`config.mk`:
```
export PLATFORM = sky130hd
export DESIGN_NAME = apws_top
export DESIGN_NICKNAME = d
export VERILOG_FILES = /design/src/pkg/apws_pkg.sv /design/src/rtl/apws_top.sv /design/src/rtl/apws_wait_count.sv
export VERILOG_INCLUDE_DIRS = /design/src /design/src/pkg
export SDC_FILE = /design/constraint.sdc
export NUM_CORES = 1
export LEC_CHECK = 0
export ABC_AREA = 1
export BUFFER_PORTS_ARGS = -buffer_cell sky130_fd_sc_hd__clkbuf_2
export CAP_MARGIN = 20
export CORE_ASPECT_RATIO = 1.1
export CORE_MARGIN = 2
export CORE_UTILIZATION = 45
export CTS_CLUSTER_SIZE = 30
export DETAILED_ROUTE_END_ITERATION = 6
export PLACE_DENSITY = 0.7
export SKIP_LAST_GASP = 1
export SLEW_MARGIN = 20
export SYNTH_ARGS = -nofsm -noshare
export SYNTH_HDL_FRONTEND = slang
export SYNTH_SLANG_ARGS = --single-unit
```
`constraint.sdc`:
```
create_clock -name clk -period 3.9 [get_ports clk]
set_input_delay 0.78 -clock clk [delete_from_list [all_inputs] [get_ports clk]]
set_output_delay 0.78 -clock clk [all_outputs]
set_load 0.02 [all_outputs]
```
`src/pkg/apws_regs.svh`:
```
`ifndef APWS_REGS_SVH
`define APWS_REGS_SVH

// ****************************************************************
// register map (byte addresses on the avalon slave)
// ****************************************************************
`define APWS_OFS_WAIT_UPPER 4'h0
`define APWS_OFS_WAIT_LOWER 4'h4
`define APWS_OFS_ACCESS_STATE 4'h8
`define APWS_OFS_STATUS 4'hc

// ****************************************************************
// reset values and field layout
// ****************************************************************
`define APWS_RESET_WAIT 8'hff
`define APWS_RESET_ACCESS_STATE 8'hff
`define APWS_FIELD_W 2
`define APWS_AREAS 8
`define APWS_STAT_BUSY 0
`define APWS_STAT_AREA_LO 1
`define APWS_STAT_CNT_LO 4
`define APWS_STAT_THREE 6

`endif

```
`src/pkg/apws_pkg.sv`:
```
`default_nettype none

package apws_pkg;

  // external bus cycle sequence
  typedef enum logic [2:0] {
    APWS_IDLE,
    APWS_INT,
    APWS_T1,
    APWS_T2,
    APWS_TW,
    APWS_T3
  } apws_state_e;

  // one program wait field
  typedef logic [1:0] apws_wait_t;

endpackage

`default_nettype wire

```
`src/rtl/apws_top.sv`:
```
// How it works
// - two 8-bit software wait registers, read/write
// - on-chip and internal I/O never waited
// - power-on reset, hardware standby load all ones
// - manual reset, software standby keep contents
// - field value equals inserted wait count
// - waits only external, access-state bit set
// - upper register holds areas 7 down to 4
// - lower register holds areas 3 down to 0
// - access-state bit zero: two-state, no waits
//
// Chosen here: the address map and register access over Avalon-MM.
`timescale 1ns/1ns
`default_nettype none
`include "apws_regs.svh"

module apws_top
  import apws_pkg::*;
(
  // clock and power-on reset
  input wire logic clk,
  input wire logic reset_n,
  // asynchronous mode pins
  input wire logic hw_standby_n,
  input wire logic manual_reset_n,
  input wire logic soft_standby,
  // avalon-mm slave
  input wire logic [3:0] avs_address,
  input wire logic avs_read,
  input wire logic avs_write,
  input wire logic [31:0] avs_writedata,
  output logic [31:0] avs_readdata,
  output logic avs_waitrequest,
  // internal bus master request
  input wire logic req_valid,
  input wire logic [2:0] req_area,
  input wire logic req_external,
  input wire logic [23:0] req_addr,
  output logic req_done,
  // external bus pins
  output logic [23:0] ext_addr,
  output logic [7:0] ext_cs_n,
  output logic ext_strobe_n
);

  // ****************************************************************
  // pin synchronisers
  // ****************************************************************
  logic [2:0] pin_meta_r; // first stage, read only by second stage
  logic [2:0] pin_sync_r; // safe copies
  logic hw_standby_s; // active high after sync
  logic manual_rst_s; // active high after sync
  logic soft_stby_s;

  // two flops per pin, the pins are not timed to clk
  always_ff @(posedge clk)
  begin
    if (!reset_n)
    begin
      pin_meta_r <= 3'h3;
      pin_sync_r <= 3'h3;
    end
    else
    begin
      pin_meta_r <= {soft_standby, manual_reset_n, hw_standby_n};
      pin_sync_r <= pin_meta_r;
    end
  end

  assign hw_standby_s = !pin_sync_r[0];
  assign manual_rst_s = !pin_sync_r[1];
  assign soft_stby_s = pin_sync_r[2];

  // ****************************************************************
  // avalon slave handshake
  // ****************************************************************
  logic resp_r; // answer cycle marker
  logic bus_req;
  logic wr_take; // write commits at this edge
  logic [7:0] wait_upper_r;
  logic [7:0] wait_lower_r;
  logic [7:0] ast_r; // access_state_control_reg
  logic [7:0] status;
  logic [31:0] rdata_r;

  assign bus_req = avs_read || avs_write;
  // one wait cycle: readdata is already in its flop when released
  assign avs_waitrequest = bus_req && !resp_r;
  assign wr_take = avs_write && resp_r;
  assign avs_readdata = rdata_r;

  // answer marker is high for one cycle per request
  always_ff @(posedge clk)
  begin
    if (!reset_n)
      resp_r <= 1'b0;
    else
      resp_r <= bus_req && !resp_r;
  end

  // read mux, unmapped offsets read zero
  always_ff @(posedge clk)
  begin
    if (!reset_n)
      rdata_r <= 32'h0;
    else if (avs_read && !resp_r)
    begin
      case (avs_address)
        `APWS_OFS_WAIT_UPPER: rdata_r <= {24'h0, wait_upper_r};
        `APWS_OFS_WAIT_LOWER: rdata_r <= {24'h0, wait_lower_r};
        `APWS_OFS_ACCESS_STATE: rdata_r <= {24'h0, ast_r};
        `APWS_OFS_STATUS: rdata_r <= {24'h0, status};
        default: rdata_r <= 32'h0;
      endcase
    end
  end

  // ****************************************************************
  // wait and access-state registers
  // ****************************************************************
  // manual reset and software standby are deliberately not listed here
  always_ff @(posedge clk)
  begin
    if (!reset_n || hw_standby_s)
    begin
      wait_upper_r <= `APWS_RESET_WAIT;
      wait_lower_r <= `APWS_RESET_WAIT;
      ast_r <= `APWS_RESET_ACCESS_STATE;
    end
    else if (wr_take)
    begin
      case (avs_address)
        `APWS_OFS_WAIT_UPPER: wait_upper_r <= avs_writedata[7:0];
        `APWS_OFS_WAIT_LOWER: wait_lower_r <= avs_writedata[7:0];
        `APWS_OFS_ACCESS_STATE: ast_r <= avs_writedata[7:0];
        default: ; // status is read only, other writes dropped
      endcase
    end
  end

  // per-area field split
  apws_wait_t area_wait [`APWS_AREAS];
  genvar gi;
  generate
    for (gi = 0; gi < `APWS_AREAS; gi++)
    begin : g_area
      if (gi < 4)
      begin : g_lo
        assign area_wait[gi] = wait_lower_r[2*gi+1 -: 2];
      end
      else
      begin : g_hi
        assign area_wait[gi] = wait_upper_r[2*(gi-4)+1 -: 2];
      end
    end
  endgenerate

  // ****************************************************************
  // external cycle sequencer
  // ****************************************************************
  apws_state_e state_r;
  apws_state_e state_nxt;
  logic seq_clr; // sequencer reset, manual reset included
  logic accept;
  logic three_r; // 3-state cycle with waits armed
  logic [2:0] area_r;
  apws_wait_t sel_r; // field captured at accept
  apws_wait_t cnt;
  logic cnt_last;

  assign seq_clr = !reset_n || hw_standby_s || manual_rst_s;
  // software standby stalls new cycles; a running one finishes
  assign accept = (state_r == APWS_IDLE) && req_valid && !soft_stby_s;

  // next state
  always_comb
  begin
    state_nxt = state_r;
    case (state_r)
      APWS_IDLE:
        if (accept)
          state_nxt = req_external ? APWS_T1 : APWS_INT;
      APWS_INT: state_nxt = APWS_IDLE;
      APWS_T1: state_nxt = APWS_T2;
      APWS_T2:
        if (!three_r)
          state_nxt = APWS_IDLE;
        else if (sel_r != 2'h0)
          state_nxt = APWS_TW;
        else
          state_nxt = APWS_T3;
      APWS_TW:
        if (cnt_last)
          state_nxt = APWS_T3;
      APWS_T3: state_nxt = APWS_IDLE;
      default: state_nxt = APWS_IDLE;
    endcase
  end

  // state register
  always_ff @(posedge clk)
  begin
    if (seq_clr)
      state_r <= APWS_IDLE;
    else
      state_r <= state_nxt;
  end

  // capture of the request attributes
  always_ff @(posedge clk)
  begin
    if (seq_clr)
    begin
      three_r <= 1'b0;
      area_r <= 3'h0;
      sel_r <= 2'h0;
    end
    else if (accept)
    begin
      three_r <= req_external && ast_r[req_area];
      area_r <= req_area;
      sel_r <= area_wait[req_area];
    end
  end

  // wait counter, loaded with the area field
  apws_wait_count u_cnt (
    .clk(clk),
    .clr(seq_clr),
    .load(accept),
    .load_val(area_wait[req_area]),
    .tick(state_r == APWS_TW),
    .count(cnt),
    .last(cnt_last)
  );

  // completion pulse back to the internal master
  assign req_done = (state_r == APWS_INT) || (state_r == APWS_T3) ||
    (state_r == APWS_T2 && !three_r);

  // ****************************************************************
  // external pins
  // ****************************************************************
  // outputs follow the next state so they are glitch free flops
  always_ff @(posedge clk)
  begin
    if (seq_clr)
    begin
      ext_addr <= 24'h0;
      ext_cs_n <= 8'hff;
      ext_strobe_n <= 1'b1;
    end
    else
    begin
      if (accept && req_external)
        ext_addr <= req_addr; // held through waits
      if (state_nxt == APWS_T1 || state_nxt == APWS_T2 ||
          state_nxt == APWS_TW || state_nxt == APWS_T3)
        ext_cs_n <= ~(8'h01 << (accept ? req_area : area_r));
      else
        ext_cs_n <= 8'hff;
      ext_strobe_n <= !(state_nxt == APWS_T2 || state_nxt == APWS_TW ||
        state_nxt == APWS_T3);
    end
  end

  // status view of the sequencer
  always_comb
  begin
    status = 8'h0;
    status[`APWS_STAT_BUSY] = (state_r != APWS_IDLE);
    status[`APWS_STAT_AREA_LO +: 3] = area_r;
    status[`APWS_STAT_CNT_LO +: 2] = cnt;
    status[`APWS_STAT_THREE] = three_r;
  end

  // ****************************************************************
  // assertions
  // ****************************************************************
  logic [2:0] tw_seen_r; // wait states spent in this cycle

  always_ff @(posedge clk)
  begin
    if (seq_clr || accept)
      tw_seen_r <= 3'h0;
    else if (state_r == APWS_TW)
      tw_seen_r <= tw_seen_r + 3'h1;
  end

  property p_w_commit;
    @(posedge clk) disable iff (!reset_n)
    wr_take && avs_address == `APWS_OFS_WAIT_LOWER && !hw_standby_s
    |=> wait_lower_r == $past(avs_writedata[7:0]);
  endproperty
  a_w_commit: assert property (p_w_commit)
    else $error("lower wait register missed a write");

  property p_int_nowait;
    @(posedge clk) disable iff (seq_clr)
    accept && !req_external |=> state_r == APWS_INT ##1
      state_r == APWS_IDLE;
  endproperty
  a_int_nowait: assert property (p_int_nowait)
    else $error("internal access took wait states");

  property p_reset_ones;
    @(posedge clk)
    !reset_n || hw_standby_s |=> wait_upper_r == 8'hff &&
      wait_lower_r == 8'hff;
  endproperty
  a_reset_ones: assert property (p_reset_ones)
    else $error("wait registers not all ones after reset");

  property p_keep;
    @(posedge clk) disable iff (!reset_n || hw_standby_s)
    (manual_rst_s || soft_stby_s) && !wr_take |=>
      $stable(wait_upper_r) && $stable(wait_lower_r);
  endproperty
  a_keep: assert property (p_keep)
    else $error("wait registers lost contents in standby");

  property p_count;
    @(posedge clk) disable iff (seq_clr)
    state_r == APWS_T3 |-> tw_seen_r == {1'b0, sel_r};
  endproperty
  a_count: assert property (p_count)
    else $error("wait states differ from the field value");

  property p_two_state;
    @(posedge clk) disable iff (seq_clr)
    accept && req_external && !ast_r[req_area] |=>
      state_r == APWS_T1 ##1 state_r == APWS_T2 && req_done
      ##1 state_r == APWS_IDLE;
  endproperty
  a_two_state: assert property (p_two_state)
    else $error("two-state area did not end after two states");

  property p_only_armed;
    @(posedge clk) disable iff (seq_clr)
    state_r == APWS_TW |-> three_r;
  endproperty
  a_only_armed: assert property (p_only_armed)
    else $error("wait inserted on an unarmed cycle");

  property p_upper_map;
    @(posedge clk) disable iff (seq_clr)
    accept && req_area == 3'h7 |=> sel_r == $past(wait_upper_r[7:6]);
  endproperty
  a_upper_map: assert property (p_upper_map)
    else $error("area 7 field taken from wrong bits");

  property p_lower_map;
    @(posedge clk) disable iff (seq_clr)
    accept && req_area == 3'h0 |=> sel_r == $past(wait_lower_r[1:0]);
  endproperty
  a_lower_map: assert property (p_lower_map)
    else $error("area 0 field taken from wrong bits");

  property p_hold;
    @(posedge clk) disable iff (seq_clr)
    state_r == APWS_TW |-> !ext_strobe_n && $stable(ext_addr) &&
      $stable(ext_cs_n);
  endproperty
  a_hold: assert property (p_hold)
    else $error("strobe or address moved during a wait state");

  c_three_waits: cover property (@(posedge clk) disable iff (seq_clr)
    state_r == APWS_T3 && tw_seen_r == 3'h3);
  c_no_wait_three: cover property (@(posedge clk) disable iff (seq_clr)
    state_r == APWS_T3 && tw_seen_r == 3'h0);
  c_two_state: cover property (@(posedge clk) disable iff (seq_clr)
    state_r == APWS_T2 && !three_r);
  c_internal: cover property (@(posedge clk) disable iff (seq_clr)
    state_r == APWS_INT);

endmodule

`default_nettype wire

```
`src/rtl/apws_wait_count.sv`:
```
`timescale 1ns/1ns
`default_nettype none

// ****************************************************************
// program wait down-counter
// ****************************************************************
module apws_wait_count
  import apws_pkg::*;
(
  // clock and reset
  input wire logic clk,
  input wire logic clr,
  // control
  input wire logic load,
  input wire apws_wait_t load_val,
  input wire logic tick,
  // state
  output apws_wait_t count,
  output logic last
);

  apws_wait_t count_r; // remaining wait states

  // load wins over tick so a new cycle never inherits a stale count
  always_ff @(posedge clk)
  begin
    if (clr)
      count_r <= 2'h0;
    else if (load)
      count_r <= load_val;
    else if (tick && count_r != 2'h0)
      count_r <= count_r - 2'h1;
  end

  assign count = count_r;
  assign last = (count_r == 2'h1);

endmodule

`default_nettype wire

```
# [Word-level counts from Yosys, hierarchy flattened]
# Cells that the tools add are included.
# W data, S select, Z words.
[word_totals] memories=0 register_bits=107 inputBits=72 romBits=0 out_inout_bits=67 ramBits=0 word_cells=86 latchBits=0
[classes] div=0 mux=15 n_lt_le_gt_ge=2 n_mul=0 n_eq_ne=13 bitwise=3 shift=1 add_sub_neg=1 n_reduce_logical=36
[ops] cell="$pmux W8 S4" count=1
[ops] cell="$eq A3 B2 Y1 const B" count=4
[ops] cell="$eq A3 B3 Y1 const B" count=4
[ops] cell="$mux W3" count=4
[ops] cell="$pmux W3 S4" count=1
[ops] cell="$logic_or A1 B1 Y1" count=10
[ops] cell="$mux W2" count=5
[ops] cell="$logic_and A1 B1 Y1" count=9
[ops] cell="$eq A4 B4 Y1 const B" count=2
[ops] cell="$not A8 Y8" count=1
[ops] cell="$shl A1 B3 Y8 const A" count=1
[ops] cell="$logic_not A1 Y1" count=7
[ops] cell="$bmux W2 S3" count=1
[ops] cell="$reduce_and A2 Y1" count=3
[ops] cell="$reduce_bool A2 Y1" count=3
[ops] cell="$eq A4 B3 Y1 const B" count=1
[ops] cell="$ge A4 B4 Y1 const B" count=1
[ops] cell="$logic_not A4 Y1" count=1
[ops] cell="$lt A3 B4 Y1 const B" count=1
[ops] cell="$not A3 Y4" count=1
[ops] cell="$bmux W1 S3" count=1
[ops] cell="$eq A3 B1 Y1 const B" count=1
[ops] cell="$logic_not A3 Y1" count=1
[ops] cell="$reduce_bool A3 Y1" count=1
[ops] cell="5 further kinds" count=6

# [Longest topological paths before layout]
# Gate-level depths: netlist of the first run.
[logic_depth] word_depth=11 depth_mapped=10 mapped_depth_nobuf=8

# [Hierarchy]
# Synthesis of the first run repeated with hierarchy kept, for this count alone.
[hier_totals] cells_unflattened=516 hier_area_um2=3719.8
[modules_own_cells] mod="apws_top" instances=1 cells_each=490 seq_area_each_um2=1621.6 area_each_um2=3567.2
[modules_own_cells] mod="apws_wait_count" instances=1 cells_each=26 seq_area_each_um2=40.0 area_each_um2=152.6

# [Worst setup path after synthesis of the first run]
# OpenSTA, ideal clock, no wires.
[synth_timing] path_kind="input port to output port" startpoint="input port avs_write" endpoint="output port avs_waitrequest" arrival_time_ps=1096 n_path_buf=0 slack_ps=2024 t_required_ps=3120 path_stages=2 cell_sequence="nor2_1 nor2_1"
[synth_via] elab_chain_len=2
[synth_rtl] element="from (decl)" line="apws_top.sv:30" source="input wire logic avs_write,"
[synth_rtl] element="$logic_or A1 B1 Y1" line="apws_top.sv:86" source="assign bus_req = avs_read || avs_write;"
[synth_rtl] element="$logic_and A1 B1 Y1" line="apws_top.sv:88" source="assign avs_waitrequest = bus_req && !resp_r;"
[synth_rtl] element="to (decl)" line="apws_top.sv:33" source="output logic avs_waitrequest,"
# No other way between the ends.

# [Worst setup path in the final report of the first run]
[layout_timing] startpoint="input port reset_n" endpoint="register ext_cs_n[7]"
[layout_via] elab_chain_len=4
[layout_rtl] element="from (decl)" line="apws_top.sv:22" source="input wire logic reset_n,"
[layout_rtl] element="$logic_not A1 Y1" line="apws_top.sv:171" source="assign seq_clr = !reset_n || hw_standby_s || manual_rst_s;"
[layout_rtl] element="$logic_or A1 B1 Y1 (2 in series)" line="apws_top.sv:171"
[layout_rtl] element="$reduce_or A2 Y1 (no source line)"
[layout_rtl] element="to (signal assigned)" line="apws_top.sv:259" source="ext_cs_n <= ~(8'h01 << (accept ? req_area : area_r));"
[layout_rtl] element="to (decl)" line="apws_top.sv:42" source="output logic [7:0] ext_cs_n,"
# No other way between the ends.
# A chain may end at the register's enable or synchronous reset.

==> results of run 1 <==
cells in the final DEF, fill, tap and decap left out:
cell type   count
o21bai_1        1
nand3_2         3
nand4_4         1
nor2_1         21
nand2_1       134
bufinv_16       2
nor2_2          6
nand2_2         1
or2_2           4
clkinvlp_4      1
nand3b_1        1
clkbuf_2       90
o21ai_2         2
nor3_1          3
o21ai_1         3
o21ai_4         1
inv_1          47
clkinv_2        1
ha_1            2
buf_4           1
nor4_1          1
o21ai_0        33
dfxtp_1        83
nand3_1        61
nand2_4         1
a21oi_1        52
clkbuf_8        9
nor2_4          3
inv_6           3
o21a_1          1
conb_1         24
inv_2           7
cells by family (layout without fill, tap and decap cells):
kind of cell               count (synthesis)  in the layout  synth area share [%]
and+or+nand+nor                          240            240                  28.6
buffers and inverters                     97            161                  13.7
AOI/OAI and AO/OA                         93             93                  12.9
DFF                                       83             83                  44.0
adders and majority gates                  2              2                 0.662
other                                      1             24                0.0992
cell type report:
cell class	instances	area (sq um)
sequential	83	1660
tap	111	139
fill	836	3910
clock inverter	7	98.8
timing repair buffer	91	458
multi-input combinational	359	1690
inverter	54	203
clock buffer	9	124
path summary, 6_finish.rpt:
| check | endpoint | cells past startpoint | start |
|---|---|---|---|
| worst max-delay path | ext_cs_n[7] | 8 | reset_n |
| worst min register to register | pin_sync_r[1] | 1 | pin_meta_r[1] |
| worst max register to register | ext_cs_n[7] | 7 | pin_sync_r[0] |
| worst min-delay path | pin_sync_r[1] | 1 | pin_meta_r[1] |
critical path: stages:
cell	delay (ns)
clkbuf_2	0.12
nand2_1	0.39
inv_2	0.27
nand2_2	0.40
inv_2	0.22
nand2_1	0.11
inv_1	0.13
nand3_1	0.09
flip-flops by register name, indices dropped and copies added (netlist names):
| register | count |
|---|---|
| area_r | 3 |
| ext_cs_n | 8 |
| pin_meta_r | 3 |
| u_cnt.count | 2 |
| ext_addr | 24 |
| wait_upper_r | 8 |
| resp_r | 1 |
| ast_r | 8 |
| wait_lower_r | 8 |
| three_r | 1 |
| sel_r | 2 |
| ext_strobe_n | 1 |
| avs_readdata | 8 |
| pin_sync_r | 3 |
| state_r | 3 |
metal layers:
layer | track usage (%) | vias up | share of wire (%)
met4 | 9.67 | 0 | 2.8
met3 | 4.13 | 22 | 7.2
met1 | 24.5 | 1495 | 44
met2 | 30.5 | 147 | 46
li1 | - | 1778 | -
met5 | 0 | - | 0
power by group:
part	switching [uW]	total [uW]	internal (uW)
Clock	327	693	366
Sequential	16.4	891	875
Combinational	171	246	75.3
Total	514	1830	1320
per-stage QoR:
stage               util (%)  cell area, sq um
global placement        50.1              4150
finish                  52.8              4370
detailed placement      50.1              4150
CTS                     52.8              4370
floorplan                  -              3870
global route            52.8              4370
==> results.md, run 1 <==
Critical path:
- By startpoint and endpoint, the worst setup path is classified as in -> reg.
- The worst setup path is captured at a flip-flop.
- STA classifies the critical path startpoint as an input port.
- The highest net fanout along the worst path is 32.
- For flop-to-flop paths, the worst setup slack is 1.85 ns.
- STA puts the critical path data arrival time at 2.53 ns.
- At the worst endpoint, the required time is 4.14 ns.

Floorplan:
- The top-level I/O count is 139.
- The number of rows in the core area is 35.
- The die width is 91.4 um.
- The die height is 100 um.
- The effective utilization at floorplan is 45.7%.
- After floorplanning, the core was sized to cover 8280 sq um.
- The die area is 9150 sq um.

Synthesis:
- In the synthesized netlist, the number of instances is 516.
- The primary flip-flop cell chosen by synthesis mapping is dfxtp_1.
- The portion of the post-synthesis area used by sequential elements is 44.0%.
- In this run the biggest area consumer among cell types represents 44.0% of the synthesized area.
- By count the netlist is led by nand2_1 (134), dfxtp_1 (83), nand3_1 (61).
- In this run, synthesis produced a sequential element count of 83.
- The number of warnings reported in the yosys synthesis log is 0.
- Ranked by total cell area, the synthesized netlist is headed by dfxtp_1 (44%), nand2_1 (13%), nand3_1 (8.1%).
- The cell with the most instances after synthesis is nand2_1.
- The number of synthesized flops with an enable pin is 0.
- The synthesized area is 3780 sq um.
- Counting flops with an async set or reset pin after synthesis yields a share of 0%.
- The synthesized area divided by synthesized cell count is 7.33 sq um.
- dfxtp_1 takes more of the synthesized area than any other cell.
- Counting distinct cell types in the post-synthesis netlist gives 32.

Timing:
- The number of slew-limit violations in the final report is 0.
- For the final database, setup skew stands at 0.00875 ns.
- The minimum setup slack in the final design is 1.60 ns.
- The highest achievable clock rate is 0.435 GHz.
- Headroom to the max-slew limit came out at 55.6%.
- The transition time at the pin with the least slew margin is 0.664 ns.
- The share of the clock period used by the worst path after layout is 58.9%.
- Setup repair after global routing left no endpoint under its margin.
- Final hold analysis gives a worst-case slack of 0.413 ns.
- The minimum clock period after layout is 2.30 ns.
- Setup violations remaining at the end of the flow were counted as 0.
- The hold violation count in the final report came to 0.
- After routing, the total negative slack on setup checks comes to 0 ns.

CTS:
- The count of clock tree sinks is 83.
- The clock reaches the later pin of the worst-skew pair after 0.35 ns.
- Clock-pin slew was measured on the worst setup and hold paths at 0.08 ns.
- The number of buffers created by CTS is 9.
- The H-tree was split into 3 levels.
- The longest clock path from root to sink contains 2 buffers.
- The cell at the root of the clock tree is clkbuf_8.
- Buffers added to address setup during post-CTS repair amount to 0.
- The number of gates resized after CTS is 0.
- Buffers inserted to repair hold after CTS numbered 0.
- The clock tree from TritonCTS is done.

Cells and area:
- The synthesis-to-layout area growth is 15.6%.
- At the end of the flow, the number of nets in the layout was 672.
- In the final layout, the share of cells above drive strength 1 is 22.6%.
- After the flow finishes, the layout carries non-filler instances totaling 714.
- The repair_antennas step left the layout with diodes totalling 0.

Route:
- The final layout contains routed wiring with a total length of 8500 um.
- For this run, design rule violations remaining after detail routing come to 0.
- The pre-antenna-repair detailed-routing pass consisted of 5 iterations.
- The number of design-rule violations left by the first detailed-router iteration is 236.
- The number of vias in the routed layout is 3442.
- Using the TritonRoute via totals, the vias-per-cell ratio works out to 4.82.
- Dividing the detail-routed wire length by the instance count gives 11.9 um.
- The post-route antenna net violation count is 0.

GRT:
- The number of antenna violations at the first check in global routing is 0.
- The all-layer global routing usage is 19.1%.
- For this run the aggregate overflow at the end of global routing stands at 0.
- The first global-routing pass estimated 14200 um of wire.
- Entering global routing, the biggest net connects 34 pins.
- The via count of the first global-routing pass is 3114.

Place:
- The count of buffers inserted at the top-level ports is 90.
- The total half-perimeter wirelength after legalization and detailed placement is 6210 um.
- The cell count after placement is 698.
- At the end of routability-driven placement, the weighted congestion stood at 0.876.
- The worst-case setup slack after placement is 1.20 ns.

Pwr:
- The peak supply drop is 0.000224 V.
- In this run the static leakage power is 0.00220 uW.
- Power spread over the standard cell area amounts to 419 nW/um^2.
- The total design power is 1830 uW.

Flow run:
- Across the run, the number of max-cap violations was 0.

Worst hold path:
- The path class of the tightest hold or removal check is reg -> reg.

Outcome:
- The run finished with clean final reports.
Power figures use the tool's default switching activity.
==> run 2, diff against run 1 <==
--- a/config.mk
+++ b/config.mk
@@ -14,7 +14,7 @@
 export CORE_UTILIZATION = 45
 export CTS_CLUSTER_SIZE = 30
 export DETAILED_ROUTE_END_ITERATION = 6
-export PLACE_DENSITY = 0.7
+export PLACE_DENSITY = 0.73
 export SKIP_LAST_GASP = 1
 export SLEW_MARGIN = 20
 export SYNTH_ARGS = -nofsm -noshare
==> constraint.sdc (replaced) <==
create_clock -name clk -period 2 [get_ports clk]
set_input_delay 0.4 -clock clk [delete_from_list [all_inputs] [get_ports clk]]
set_output_delay 0.4 -clock clk [all_outputs]
set_load 0.02 [all_outputs]
==> results.md, run 2 (synthesized netlist as in run 1, its figures left out) <==
Timing:
- The hold violation count in the final report is 0.
- Setup violations remaining at the end of the flow were counted as 0.
- The worst setup skew after layout is 0.0115 ns.
- The number of slew-limit violations in the final report is 0.
- The minimum clock period after layout is 1.62 ns.
- The worst path meets setup with 0.384 ns of slack.
- The highest achievable clock rate is 0.619 GHz.
- The aggregate negative setup slack is 0 ns.
- Measured against its own limit, the worst slew margin works out to 63.3%.
- Setup repair after global routing left no endpoint under its margin.
- The transition time at the pin with the least slew margin is 0.549 ns.
- The share of the clock period used by the worst path after layout is 80.8%.

Critical path:
- The data required time of the critical path is 2.24 ns.
- The worst setup path is of the reg -> reg kind.
- The highest net fanout along the worst path is 16.
- The worst setup path is launched from a flip-flop.
- The beginning of the worst register-to-register path is pin_sync_r[2].
- The endpoint identified for the worst register-to-register timing path is ext_cs_n[2].
- For the worst flop-to-flop path, the logic depth is 6.
- The setup slack of the most critical reg-to-reg path is 0.38 ns.
- For the worst setup path, the data arrival time is 1.86 ns.
- The endpoint kind of the worst setup timing path is a flip-flop.

Cells and area:
- The fill cell total of the finished layout is 783.
- Measured on the finished design, the core utilization comes to 53.7%.
- The layout cell share with drive strength beyond 1 is 23.4%.
- The synthesis-to-layout area growth is 17.6%.
- Leaving out fill and tap cells, the most frequent cell in the layout is nand2_1.
- The register containing the most flip-flops in the final layout is ext_addr.
- The antenna diode count is 0.
- At the end of the flow, the number of nets in the layout was 679.
- Leaving out filler cells and counting taps, the final layout contains 721.
- The area of all placed cells without fillers is 4450 sq um.
- The flip-flop count of the largest register after layout is 24.
- The top cell types in the final layout, fill and taps aside, are nand2_1 (134), clkbuf_2 (90), dfxtp_1 (83).

GRT:
- The number of antenna violations at the first check in global routing was 0.
- The all-layer global routing usage is 19.3%.
- The via count of the first global-routing pass is 3119.
- The maximum number of pins on one net before global-route repair is 34.
- The total overflow left after global routing is 0.
- The first-pass GRT wire length is 14200 um.

Outcome:
- The run finished with clean final reports.

Pwr:
- Across the VDD grid, the largest voltage drop is 0.000377 V.
- Net switching is 26.9% of the power.
- The switching power is 993 uW.
- The clock network is responsible for 39.6% of the overall power.
- Per report_power, the combinational group accounts for 13.3% of the total.
- Power spread over the standard cell area amounts to 831 nW/um^2.
- The proportion of power drawn by flip-flops and latches is 47.0%.
- The leakage power total is 0.00224 uW.
- The cell-internal power is 2700 uW.

Route:
- The number of remaining DRC errors is 0.
- Once detail routing completed, the nets flagged for antenna violations numbered 0.
- The aggregate routed wire length is 8520 um.
- The post-detailed-route via-to-cell ratio is 4.81.
- The number of iterations in the first detailed-routing pass is 4.
- The detailed router finished its first iteration with 231 violations.
- The routed layout has 3465 vias.
- The average wire per cell in the routed design is 11.8 um.

Worst hold path:
- Along the worst hold path, the cell count comes to 2.
- The class of the tightest hold or removal check is in -> reg.
- The source of the worst hold timing path is manual_reset_n.
- The endpoint of the worst hold-timing path is pin_meta_r[1].

Place:
- The placed instances occupy a cell area of 4200 sq um.
- The final RePlAce weighted congestion is 0.847.
- The cell count after placement is 705.
- The count of buffers inserted at the top-level ports is 90.
- The wire-length estimate of the detail-placed layout is 6390 um.
- Timing analysis after detailed placement gives a worst setup slack of 0.209 ns.

CTS:
- Clock latency on the worst-skew pair, taken at its later pin, is 0.36 ns.
- Clock tree synthesis selected as its root buffer the cell clkbuf_8.
- Counting the buffers created by CTS gives 9.
- TritonCTS built the clock tree.
- CTS saw 83 sinks.
- The number of buffers inserted to repair setup after CTS is 0.
- The number of gates resized after CTS is 0.
- The clock edge transition at the registers on the reported setup and hold paths is 0.08 ns.
- The number of buffers on the longest clock path is 2.
- CTS built an H-tree with a depth of 3.
- The hold buffer count at CTS is 0.

Flow run:
- Across the run, the number of max-cap violations was 0.

Floorplan:
- The top-level I/O count is 139.
- The total core area is 8280 sq um.
- The die is 100 um tall.
- The die area is 9150 sq um.
- Once the floorplan was initialized, standard cells occupied 45.7% of the core.
- The die width is 91.4 um.
- The number of rows in the core area is 35.
-- run 2: cell types whose count changed in the layout (fill, tap and decap cells not counted), sizes merged --
cell    change
bufinv      +1
inv         -1
buf         +7
-- run 2: how the worst max path moves through the flow --
stage,depth (start not counted),to,slack [ns],from
3_5_place_dp,8,ext_cs_n[2],0.21,req_valid
3_3_place_gp,8,ext_cs_n[3],0.27,req_valid
4_1_cts,6,ext_cs_n[2],0.40,pin_sync_r[2]
2_1_floorplan,9,ext_cs_n[6],0.66,req_valid
5_1_grt,6,ext_cs_n[2],0.23,state_r[2]
6_report,6,ext_cs_n[2],0.38,pin_sync_r[2]
-- run 2: worst max-delay path, cell delays in order (launching register included) --
cell,delay (ns)
dfxtp_1,0.32
nor2_2,0.22
nand3_2,0.37
nand2_1,0.18
o21ai_2,0.12
nor2_2,0.21
nand2_1,0.08
-- run 2: area by class of cell --
| type | count | area (sq um) | area share (%) |
|---|---|---|---|
| sequential | 83 | 1660 | 37.4 |
| tap | 111 | 139 | 3.12 |
| multi-input combinational | 359 | 1690 | 37.9 |
| timing repair buffer | 98 | 510 | 11.5 |
| inverter | 54 | 203 | 4.56 |
| clock buffer | 9 | 124 | 2.79 |
| clock inverter | 7 | 124 | 2.79 |
-- run 2: through the flow --
step | total power (uW) | hold WS, ns
3_5_place_dp | 2270 | 0.405
3_3_place_gp | 2260 | 0.397
4_1_cts | 3720 | 0.212
2_1_floorplan | 2160 | 0.390
6_report | 3700 | 0.225
5_1_grt | 3870 | 0.214
-- run 2: power by group through the flow --
stage / Combinational [uW] / Sequential (uW) / Clock (uW)
2_1_floorplan: 350 / 1810 / 0
3_3_place_gp: 483 / 1770 / 0
6_report: 493 / 1740 / 1460
5_1_grt: 552 / 1750 / 1570
4_1_cts: 494 / 1740 / 1490
3_5_place_dp: 492 / 1780 / 0
-- run 2: per-layer routing --
layer / wire length (um) / track usage [%] / vias up
met1: 3680 / 24.2 / 1552
met4: 136 / 9.67 / 0
met2: 4110 / 31.3 / 117
met3: 596 / 4.58 / 11
met5: 0 / 0 / -
li1: - / - / 1785
==> run 3, diff against run 2 <==
--- a/config.mk
+++ b/config.mk
@@ -14,7 +14,7 @@
 export CORE_UTILIZATION = 45
 export CTS_CLUSTER_SIZE = 30
 export DETAILED_ROUTE_END_ITERATION = 6
-export PLACE_DENSITY = 0.73
+export PLACE_DENSITY = 0.7
 export SKIP_LAST_GASP = 1
 export SLEW_MARGIN = 20
 export SYNTH_ARGS = -nofsm -noshare
==> constraint.sdc (replaced) <==
create_clock -name clk -period 1.6 [get_ports clk]
set_input_delay 0.32 -clock clk [delete_from_list [all_inputs] [get_ports clk]]
set_output_delay 0.32 -clock clk [all_outputs]
set_load 0.02 [all_outputs]
==> results.md, run 3 (synthesized netlist as in run 1, its figures left out) <==
Outcome:
- The run finished with clean final reports.

Route:
- The detailed router placed 3490 vias in this run.
- The number of design-rule violations left by the first detailed-router iteration is 208.
- For this run, the detailed router's first-pass iteration total came to 4.
- The aggregate routed wire length is 8430 um.
- The post-detailed-route via-to-cell ratio is 4.79.
- The average wire per cell in the routed design is 11.6 um.
- The count of nets left with antenna violations once routing finished came out at 0.
- After detailed routing, the number of remaining DRC violations is 0.

Critical path:
- The beginning of the worst register-to-register path is state_r[1].
- The data required time of the critical path is 1.28 ns.
- The delay of the slowest critical-path stage is 0.35 ns.
- The depth of the most critical reg-to-reg path is 6.
- STA classifies the critical path startpoint as a flip-flop.
- Walking the worst path, the cells encountered are o21a_1, nor2_1, clkbuf_2.
- The count of buffering cells on the critical path with inverters included is 1.
- Tracing the worst setup path back leads to its startpoint at three_r.
- Data arrives at the worst endpoint at 1.16 ns.
- The cell class contributing the biggest share of worst-path delay is flip-flops.
- The critical setup path kind is reg -> out.
- For flop-to-flop paths, the worst setup slack is 0.23 ns.
- Of all nets on the critical path, the largest fanout is 4.
- The cell at the slowest stage of the critical path is dfxtp_1.
- The number of cells on the critical path is 3.
- The endpoint kind of the worst setup timing path is a primary output.

Floorplan:
- The total core area is 8280 sq um.
- Measured along the y axis, the die boundary spans 100 um.
- The die area is 9150 sq um.
- 139 I/O pins were placed.
- Once the floorplan was initialized, standard cells occupied 45.7% of the core.
- The die width is 91.4 um.
- The initialized floorplan defines 35 standard-cell rows.

Timing:
- Between clock sinks in the finished design, the worst skew comes to 0.0100 ns.
- The number of slew-limit violations in the final report was 0.
- The minimum clock period after layout is 1.48 ns.
- Setup repair after global routing left no endpoint under its margin.
- The number of setup violations in the final report is 0.
- The highest achievable clock rate is 0.677 GHz.
- The hold violation count in the final report is 0.
- After layout, the worst path uses 92.3% of the clock period.
- Summed over all failing endpoints, the final setup total negative slack is 0 ns.

CTS:
- The number of setup buffers added after CTS is 0.
- No sink is reached through more buffers than the 2 on the longest clock path.
- The clock net in this run drives a total of 83 sinks.
- The number of gates resized after CTS is 0.
- Clock-pin slew was measured on the worst setup and hold paths at 0.09 ns.
- The H-tree generated during clock tree synthesis spans 3 levels.
- The number of clock buffers added by TritonCTS is 9.
- The number of hold buffers added after CTS was 0.
- At the later pin of the worst-skew pair, clock insertion delay measures 0.35 ns.
- The root buffer cell chosen for the clock tree is clkbuf_8.
- The clock tree from TritonCTS is done.

Pwr:
- Power spread over the standard cell area amounts to 934 nW/um^2.
- In this run the static leakage power is 0.00226 uW.
- The peak supply drop is 0.000464 V.

Flow run:
- The tool flagged a number of max-cap violations equal to 0.

GRT:
- The first-pass GRT wire length is 14000 um.
- The all-layer global routing usage is 18.9%.
- Entering global routing, the biggest net connects 34 pins.
- The via count of the first global-routing pass is 3153.
- Summed over all layers, the global routing overflow is 0.
- The number of antenna violations at the first check in global routing is 0.

Place:
- Routability-driven placement finished with a final weighted congestion of 0.830.
- Buffers placed on the I/O ports in this run total 90.
- Detailed placement finished with a half-perimeter wire length of 6450 um.

Cells and area:
- Once layout is complete, the utilization of the core stands at 54.1%.
- The flip-flop count of the largest register after layout is 24.
- The register containing the most flip-flops in the final layout is ext_addr.
- From synthesis to final layout, the design area changed by 18.5%.
- The most common cell after layout, fill and taps aside is nand2_1.
- The number of nets in the final layout is 687.
- In the layout the commonest cells are nand2_1 (134), clkbuf_2 (90), dfxtp_1 (83).
- Of the cells placed in the final design, the portion with a size suffix greater than 1 is 24.4%.
- The antenna diode count is 0.

Worst hold path:
- The worst hold path was traced through 3 stages.
- The class of the tightest hold or removal check is in -> reg.
- The source of the worst hold timing path is soft_standby.
-- run 3: through the flow --
step                total power, uW  cell area [sq um]  worst slack, ns  instances  hold slack [ns]
global placement               2850               4300            0.136        713            0.396
global route                   4390               4480           0.0632        729            0.138
finish                         4180               4480            0.123        729            0.149
detailed placement             2870               4300           0.0918        713            0.399
CTS                            4210               4470            0.108        729            0.135
floorplan                      2700               3870            0.323        539            0.390
-- run 3: power by group --
group	leakage [uW]	total (uW)	switching, uW	internal, uW
logic	0.00150	653	427	226
clock network	0.0000900	1360	784	574
registers	0.000676	2170	40.0	2130
-- run 3: layer usage --
metal / vias up / global-route usage, % / part of all wire, %
met3: 14 / 4.28 / 7.0
li1: 1801 / - / -
met5: - / 0 / 0
met4: 0 / 8.86 / 2.2
met1: 1558 / 22.8 / 42
met2: 117 / 32.1 / 48
-- run 3: cell type report --
cell class	count	area, sq um
fillers	836	3800
multi-input cells	359	1690
flip-flops and latches	83	1660
repair buffers	106	608
inverters	54	203
well taps	111	139
clock buffers	9	124
clock inverters	7	52.6
-- run 3: worst reg2reg max path, stage by stage (launching register included) --
cell     delay (ns)
dfxtp_1        0.38
nor2_4         0.21
nand3_4        0.19
nand2_1        0.12
o21ai_2        0.11
nor2_2         0.18
nand2_1        0.07
-- run 3: worst paths after layout --
check | to
max | req_done
min | pin_meta_r[2]
max reg2reg | ext_cs_n[2]
min reg2reg | pin_sync_r[1]
